<file path="config.mk">
export PLATFORM = sky130hd
export DESIGN_NAME = imsre_top
export DESIGN_NICKNAME = d
export VERILOG_FILES = /design/src/core/imsre_pkg.sv /design/src/core/imsre_phase_gen.sv /design/src/core/imsre_top.sv
export SDC_FILE = /design/constraint.sdc
export NUM_CORES = 1
export LEC_CHECK = 0
export BUFFER_PORTS_ARGS = -buffer_cell sky130_fd_sc_hd__buf_2
export CORE_MARGIN = 3
export CORE_UTILIZATION = 40
export DETAILED_ROUTE_END_ITERATION = 8
export GPL_TIMING_DRIVEN = 0
export PLACE_DENSITY_LB_ADDON = 0.12
export SLEW_MARGIN = 25
export SYNTH_ARGS = -nofsm -noshare
export SYNTH_HDL_FRONTEND = slang
export SYNTH_SLANG_ARGS = --single-unit
</file>
<file path="constraint.sdc">
create_clock -name clock -period 1.14 [get_ports clock]
set_clock_uncertainty 0.05 [all_clocks]
set_input_delay 0.228 -clock clock [delete_from_list [all_inputs] [get_ports clock]]
set_output_delay 0.228 -clock clock [all_outputs]
set_load 0.02 [all_outputs]
</file>
<file path="src/core/imsre_pkg.sv">
// constants and types shared by the interrupt and mode control block
package imsre_pkg;

  // ****************************************
  // widths and reset values
  // ****************************************
  localparam int unsigned NUM_REQ      = 4;
  localparam int unsigned MODE_W       = 4;
  localparam logic [3:0]  OPMODE_RST   = 4'h0;
  localparam logic        PLL_EN_RST   = 1'h0;
  // pins idle high, so edge history starts deasserted
  localparam logic [3:0]  PIN_IDLE     = 4'hf;

  // ****************************************
  // clock phase generator
  // ****************************************
  localparam int unsigned PHASE_COUNT  = 2;
  localparam logic [0:0]  PHASE_RST    = 1'h0;

  // ****************************************
  // life cycle of the block
  // ****************************************
  typedef enum logic [1:0] {
    IMSRE_BOOT = 2'b01,
    IMSRE_RUN  = 2'b10
  } imsre_state_t;

endpackage

</file>
<file path="src/core/imsre_phase_gen.sv">
// clock phase generator, restarted by hardware reset
`timescale 1ns/1ps

module imsre_phase_gen #(
  parameter int unsigned PHASES = imsre_pkg::PHASE_COUNT
) (
  // clock and reset
  input  wire logic clock,
  input  wire logic rst,
  // phase outputs
  output logic      phase_ff,
  output logic      phase_start_ff
);

  // ****************************************
  // phase counter
  // ****************************************
  logic [$clog2(PHASES+1)-1:0] cnt_ff;

  // reset restarts the count so phase 0 lines up with reset release
  always_ff @(posedge clock or posedge rst) begin
    if (rst) begin
      cnt_ff         <= '0;
      phase_ff       <= imsre_pkg::PHASE_RST;
      phase_start_ff <= 1'h0;
    end else begin
      if (cnt_ff == ($clog2(PHASES+1))'(PHASES - 1)) begin
        cnt_ff <= '0;
      end else begin
        cnt_ff <= cnt_ff + 1'b1;
      end
      phase_start_ff <= (cnt_ff == ($clog2(PHASES+1))'(PHASES - 1));
      phase_ff       <= cnt_ff[0];
    end
  end
endmodule

</file>
<file path="src/core/imsre_top.sv">
// interrupt and mode control: start-up mode capture, external requests, nmi, wake
`timescale 1ns/1ps
// What this block does
// Latch four mode pins at reset release
// After reset, mode pins become interrupt requests
// Requests are maskable, level or falling edge
// Request a wakes from stop or wait
// Requests b, c, d wake from wait
// Reset resets chip and phase generator
// System asserts reset after power up
// Pll select during reset sets pll enable
// Nmi falling edge raises unmaskable request
// Per-line mask, edge select, pending edge flags

module imsre_top (
  // clock and reset
  input  wire logic       clock,
  input  wire logic       rst,
  // shared mode / request pins, requests active low after reset
  input  wire logic       mode_select_a,
  input  wire logic       mode_select_b,
  input  wire logic       mode_select_c,
  input  wire logic       mode_select_d,
  input  wire logic       pll_initial_select,
  input  wire logic       nmi_n,
  // core side control
  input  wire logic [3:0] edge_select,
  input  wire logic [3:0] irq_mask,
  input  wire logic [3:0] irq_ack,
  input  wire logic       nmi_ack,
  input  wire logic       stop_state,
  input  wire logic       wait_state,
  // core side status
  output logic      [3:0] operating_mode_ff,
  output logic            pll_enable_ff,
  output logic      [3:0] irq_request_ff,
  output logic            nmi_request_ff,
  output logic            wake_ff,
  output logic            phase_ff,
  output logic            phase_start_ff
);

  // ****************************************
  // declarations
  // ****************************************
  imsre_pkg::imsre_state_t state_ff;
  imsre_pkg::imsre_state_t nxt_state;
  logic [3:0] ext_request_n;
  logic [3:0] prev_req_ff;
  logic [3:0] pend_ff;
  logic [3:0] nxt_pend;
  logic [3:0] req_fell;
  logic       prev_nmi_ff;
  logic       nmi_fell;
  logic       running;

  function automatic logic [3:0] fell4(input logic [3:0] prev, input logic [3:0] cur);
    fell4 = prev & ~cur;
  endfunction

  assign ext_request_n = {mode_select_d, mode_select_c, mode_select_b, mode_select_a};
  assign running       = (state_ff == imsre_pkg::IMSRE_RUN);
  assign req_fell      = fell4(prev_req_ff, ext_request_n);
  assign nmi_fell      = fell4({3'h0, prev_nmi_ff}, {3'h0, nmi_n}) != 4'h0;

  // ****************************************
  // life cycle
  // ****************************************
  // the system must hold rst after power up; all state below relies on it
  always_comb begin
    nxt_state = state_ff;
    case (state_ff)
      imsre_pkg::IMSRE_BOOT: begin
        nxt_state = imsre_pkg::IMSRE_RUN;
      end
      imsre_pkg::IMSRE_RUN: begin
        nxt_state = imsre_pkg::IMSRE_RUN;
      end
      default: begin
        nxt_state = imsre_pkg::IMSRE_BOOT;
      end
    endcase
  end

  always_ff @(posedge clock or posedge rst) begin
    if (rst) begin
      state_ff <= imsre_pkg::IMSRE_BOOT;
    end else begin
      state_ff <= nxt_state;
    end
  end

  // ****************************************
  // start-up mode and pll capture
  // ****************************************
  // pins cannot be loaded under async reset, so they are caught at the first edge after release
  always_ff @(posedge clock or posedge rst) begin
    if (rst) begin
      operating_mode_ff <= imsre_pkg::OPMODE_RST;
      pll_enable_ff     <= imsre_pkg::PLL_EN_RST;
    end else if (state_ff == imsre_pkg::IMSRE_BOOT) begin
      operating_mode_ff <= ext_request_n;
      pll_enable_ff     <= pll_initial_select;
    end
  end

  // ****************************************
  // external requests
  // ****************************************
  // history loads in boot too, so a low mode pin gives no false edge
  always_ff @(posedge clock or posedge rst) begin
    if (rst) begin
      prev_req_ff <= imsre_pkg::PIN_IDLE;
      prev_nmi_ff <= 1'h1;
    end else begin
      prev_req_ff <= ext_request_n;
      prev_nmi_ff <= nmi_n;
    end
  end

  // a new edge in the ack cycle is kept: set wins over clear
  always_comb begin
    nxt_pend = (pend_ff & ~irq_ack) | (req_fell & edge_select & {4{running}});
  end

  always_ff @(posedge clock or posedge rst) begin
    if (rst) begin
      pend_ff <= 4'h0;
    end else begin
      pend_ff <= nxt_pend;
    end
  end

  always_ff @(posedge clock or posedge rst) begin
    if (rst) begin
      irq_request_ff <= 4'h0;
    end else if (running) begin
      irq_request_ff <= irq_mask & ((~edge_select & ~ext_request_n)
                        | (edge_select & nxt_pend));
    end else begin
      irq_request_ff <= 4'h0;
    end
  end

  // ****************************************
  // non-maskable request
  // ****************************************
  always_ff @(posedge clock or posedge rst) begin
    if (rst) begin
      nmi_request_ff <= 1'h0;
    end else if (running && nmi_fell) begin
      nmi_request_ff <= 1'h1;
    end else if (nmi_ack) begin
      nmi_request_ff <= 1'h0;
    end
  end

  // ****************************************
  // wake from low power
  // ****************************************
  // wake ignores the mask: a masked line still ends a standby state
  always_ff @(posedge clock or posedge rst) begin
    if (rst) begin
      wake_ff <= 1'h0;
    end else begin
      wake_ff <= running && (((stop_state || wait_state) && !ext_request_n[0])
                 || (wait_state && (ext_request_n[3:1] != 3'h7)));
    end
  end

  // ****************************************
  // phase generator
  // ****************************************
  imsre_phase_gen #(
    .PHASES (imsre_pkg::PHASE_COUNT)
  ) u_phase (
    .clock          (clock),
    .rst            (rst),
    .phase_ff       (phase_ff),
    .phase_start_ff (phase_start_ff)
  );
endmodule

</file>
==> flow_summary.yaml, run 1 <==
status:
  status: "finished, violations left"
  violations: "negative setup slack"
power_and_ir_drop:
  powerDensity_nw_per_um2: 1158
  p_leak_nw: 0.7045
  ir_drop_mv: 1.107
timing:
  period_share_pct: 107.2
  clock.fmax_mhz: 818.2
  setup_viol: 11
  worst_slack_ps: -82.15
  final_max_slew_viol_count: 0
  worst_slew_pin_slew_ps: 877.1
  slew_headroom_pct: 41.17
  period_needed_ps: 1222
  rsz0062_at_grt: "true"
  hold_viol: 0
setup_path:
  path_max_fanout: 5
  critPathKind: "reg2reg"
  startpoint: "state_ff[0]"
  crit_required_ps: 1300
  arrival_ps: 1390
  r2r_start: "state_ff[0]"
  r2r_slack_ps: -80
  cp-end-kind: "flop"
  worstSetupStartpointType: "flop"
layout:
  drive_gt1_share_pct: 44.80
  post-route-util_pct: 64.10
  fillCellCount: 181
  multiInputGateArea_um2: 325.3
  final_nets: 151
  final_cell_area_um2: 1459
  area_delta_synth_final_pct: 48.54
  n_antenna_cell: 0
  seqCellArea_um2: 658.1
synth:
  synthesis.instances: 75
  postSynthAreaPerCell_um2: 13.10
  synth-seq-area-share_pct: 67.01
  syn_nets: 100
  netlist-cell-type-count: 15
  syn_area_um2: 982.2
  synth_area_leaders: "dfrtp_1 51%, dfstp_2 16%, mux2_2 5.7%"
  synth_seq_cells: 26
  synth_top_area_share_pct: 50.96
  synth_largest_area_cell: "dfrtp_1"
  yosysWarnings: 0
cts:
  clk_pin_slew_ps: 130
  cts.sinks: 26
  clock_path_buffers: 2
  numCtsBuffers: 3
  clock_latency_ps: 310
  root_buffer: "clkbuf_4"
  cts.htree.levels: 1
  cts_tree: "built"
detailed_routing:
  drtIter0Drc: 8
  postRouteAntennaNets: 0
  avgViaCountPerCell: 4.732
  route.detailed.drc: 0
  wl_um: 1992
  dr.pass1.iters: 4
  wire_per_inst_um: 13.02
  dr_total_vias: 724
placed_design:
  gp_congestion: 0.6918
  placed_cell_area_um2: 1232
  hpwlAfterDp_um: 1373
  numPortBuffers: 35
global_routing:
  grt_pass1_vias: 695
  grt_pass1_wl_um: 3132
  grt_max_degree: 27
  grt_antenna_before_repair: 0
  overflow: 0
  grt_usage_pct: 13.15
hold_path:
  hold_start: "irq_ack[1]"
  hold_path.class: "in2reg"
floorplan:
  coreArea_um2: 2276
  fp.dieH_um: 55.55
  initial_utilization_pct: 43.16
  die_w_um: 55.55
  num_rows: 17
  num_io_pins: 36
  die_area_um2: 3086
job:
  maxCapViolations: 0
[cells by family after synthesis]
logic type               Yosys count  synth area share (%)
flip-flops                        26                 67.01
adder cells (fa/ha/maj)            2                 2.547
AO/OA/AOI/OAI                     10                 5.605
AND/OR/NAND/NOR                   21                 14.78
multiplexers                       5                 5.732
buffers and inverters             11                 4.331
[Yosys cell counts (all sizes together)]
cell and n:
o211a 1, nand3b 5, nand4 1, and3 4, nor2b 6, dfstp 6
buf 1, o21ai 9, dfrtp 20, nor2 1, mux2 5, inv 10
nand4b 4, ha 2
[cell usage in the layout (no fill, tap or decap), types with 4 or more instances in the layout]
master,synthesis,layout
o21ai_1,4,9
dlygate4sd3_1,0,8
nand4b_1,4,4
mux2_4,0,5
buf_6,0,13
nand3b_1,5,5
buf_2,1,22
dfstp_2,6,6
nor2b_1,6,6
and3_1,4,4
dfrtp_1,20,20
inv_1,10,9
buf_4,0,4
[metrics by stage]
step	setup WS, ps	hold WS [ps]	cells	setup TNS [ps]	power, W
after floorplan	-23.75	182.5	75	-161.5	0.001104
after detailed placement	-69.58	295.5	138	-1680	0.001192
after CTS	-81.84	8.645	148	-505.9	0.001691
after global routing	-110.1	3.570	153	-1524	0.001791
after global placement	-57.18	292.5	138	-979.5	0.001184
final	-82.15	24.26	153	-439.5	0.001689
[cell type report]
type,instances,area share [%]
repair buffers,47,25.13
well taps,28,2.401
multi-input cells,38,22.30
inverters,10,2.573
flip-flops and latches,26,45.11
clock buffers,4,2.487
[metal layers]
layer	vias up	GRT usage (%)	wire length (um)
met5	-	0	0
met4	0	3.125	14
met3	2	6.308	138
met2	21	21.62	1013
met1	346	15.44	824
li1	355	-	-
[flip-flops by register name, indices dropped and copies added, names as in the netlist]
name and count:
prev_nmi_ff 1, operating_mode_ff 4, u_phase.phase_ff 1, prev_req_ff 4
u_phase.phase_start_ff 1, wake_ff 1, u_phase.cnt_ff 2, pend_ff 4
irq_request_ff 4, state_ff 2, nmi_request_ff 1, pll_enable_ff 1
[power breakdown]
group          leakage (nW)  internal (W)  switching (W)  total (W)
registers             0.310      0.000973      0.0000244   0.000997
logic                 0.373      0.000136       0.000105   0.000241
clock network        0.0210      0.000195       0.000256   0.000451
total                 0.704       0.00130       0.000385    0.00169
[timing repair]
action,CTS,global route
setup endpoints to repair,25,27
cloned,0,0
hold endpoints to repair,6,21
buffers inserted,1,3
gates resized for setup,21,6
hold buffers,6,2
[path summary, 6_finish.rpt]
check                                         end  cells past startpoint
max in group asynchronous           pll_enable_ff                      3
max reg2reg                  operating_mode_ff[0]                      2
min in group asynchronous  u_phase.phase_start_ff                      3
max                          operating_mode_ff[0]                      2
min                                    pend_ff[1]                      2
min reg2reg                      u_phase.phase_ff                      0
[critical path: stages, from the launching register on]
cell,delay (ps)
dfstp_2,580
ha_4,190
mux2_4,310
(Power assumes the default switching activity.)
==> inputs of run 2 (changes only) <==
--- a/config.mk
+++ b/config.mk
@@ -6,6 +6,7 @@
 export NUM_CORES = 1
 export LEC_CHECK = 0
 export BUFFER_PORTS_ARGS = -buffer_cell sky130_fd_sc_hd__buf_2
+export CORE_ASPECT_RATIO = 0.75
 export CORE_MARGIN = 3
 export CORE_UTILIZATION = 40
 export DETAILED_ROUTE_END_ITERATION = 8
==> flow_summary.yaml, run 2 (synthesized netlist as in run 1, its figures left out) <==
timing:
  worst_slew_pin_slew_ps: 882.7
  rsz0062_at_grt: "true"
  worst_slack_ps: -71.08
  clock.fmax_mhz: 825.7
  setup_viol: 12
  period_needed_ps: 1211
  period_share_pct: 106.2
  slew_headroom_pct: 40.79
  holdWs_ps: 17.68
  hold_viol: 0
  final_max_slew_viol_count: 0
cts:
  clock_path_buffers: 2
  root_buffer: "clkbuf_4"
  cts_tree: "built"
  clk_pin_slew_ps: 130
  cts.htree.levels: 1
  clock_latency_ps: 320
  numCtsBuffers: 3
  cts.sinks: 26
global_routing:
  grt_usage_pct: 14.19
  grt_pass1_wl_um: 3415
  grt_antenna_before_repair: 0
  grt_pass1_vias: 738
  grt_max_degree: 27
  overflow: 0
setup_path:
  critPathKind: "reg2reg"
  path_max_fanout: 5
  crit_required_ps: 1310
  arrival_ps: 1380
  cp-end-kind: "flop"
  r2r_cells: 2
  worstSetupStartpointType: "flop"
placed_design:
  gp_congestion: 0.6652
  numPortBuffers: 35
  place_inst: 142
  dp_worst_setup_slack_ps: -60.95
  hpwlAfterDp_um: 1303
detailed_routing:
  route.detailed.drc: 0
  drtIter0Drc: 23
  avgViaCountPerCell: 4.555
  wire_per_inst_um: 12.82
  dr.pass1.iters: 4
  dr_total_vias: 706
  wl_um: 1987
  postRouteAntennaNets: 0
floorplan:
  fp.dieH_um: 48.92
  die_area_um2: 3092
  coreArea_um2: 2155
  num_io_pins: 36
  initial_utilization_pct: 45.59
  die_w_um: 63.22
  num_rows: 14
status:
  violations: "negative setup slack"
  status: "finished, violations left"
hold_path:
  hold_path.class: "in2reg"
  worstHoldPathCells: 2
layout:
  drive_gt1_share_pct: 43.90
  area_delta_synth_final_pct: 47.52
  multiInputGateArea_um2: 325.3
  layout_common_cells: "22 x buf_2, 20 x dfrtp_1, 13 x buf_6"
  n_antenna_cell: 0
  seqCellArea_um2: 658.1
  final_common_cell: "buf_2"
  fillCellCount: 161
  post-route-util_pct: 67.25
  final_cells: 155
  final_nets: 149
job:
  maxCapViolations: 0
power_and_ir_drop:
  ir_drop_mv: 0.9961
  p_leak_nw: 0.6942
  powerDensity_nw_per_um2: 1171
==> run 2: worst paths after layout <==
| check | from | to | slack, ps |
|---|---|---|---|
| setup / recovery | state_ff[0] | pll_enable_ff | -70 |
| hold / removal | irq_ack[0] | pend_ff[0] | 20 |
| setup reg to reg | state_ff[0] | pll_enable_ff | -70 |
| hold reg to reg | u_phase.cnt_ff[1] | u_phase.phase_start_ff | 370 |
| max in group asynchronous | rst | operating_mode_ff[0] | 160 |
| min in group asynchronous | rst | wake_ff | 470 |
==> run 2: per-layer routing <==
layer  vias to the layer above  global-route usage (%)  routed length (um)
li1                        348                       -                   -
met1                       335                   18.45                 880
met2                        21                   22.77                 966
met3                         2                   5.069                 130
met4                         0                   3.226                  10
met5                         -                       0                   0
==> run 2: critical path: stages, from the launching register on <==
cell and delay, ps:
dfstp_2 570, ha_4 180, mux2_4 310
==> run 2: repair_timing <==
action                                  in CTS  in global routing
pin swaps                                    0                  0
setup buffers                                0                  2
endpoints found under the setup margin      28                 26
endpoints found under the hold margin        6                 21
hold buffers                                 6                  2
gates resized for setup                     27                  0
==> run 2: power by group <==
part	internal [W]	switching (W)
clock	0.000195	0.000272
combinational	0.000130	0.000102
sequential	0.000973	0.0000245
total	0.00130	0.000399
==> run 2: cell type report <==
cell class,count,share of cell area (%)
tap,32,2.763
clock buffer,4,2.504
timing repair buffer,45,24.27
sequential,26,45.42
multi-input combinational,38,22.45
inverter,10,2.591
==> run 2: metrics by stage <==
stage	area, um2	total power, W	setup TNS [ps]
floorplan	1022	0.001104	-161.5
global placement	1237	0.001185	-928.1
detailed placement	1237	0.001190	-1888
CTS	1414	0.001713	-559.3
global route	1449	0.001789	-1298
finish	1449	0.001697	-440.2
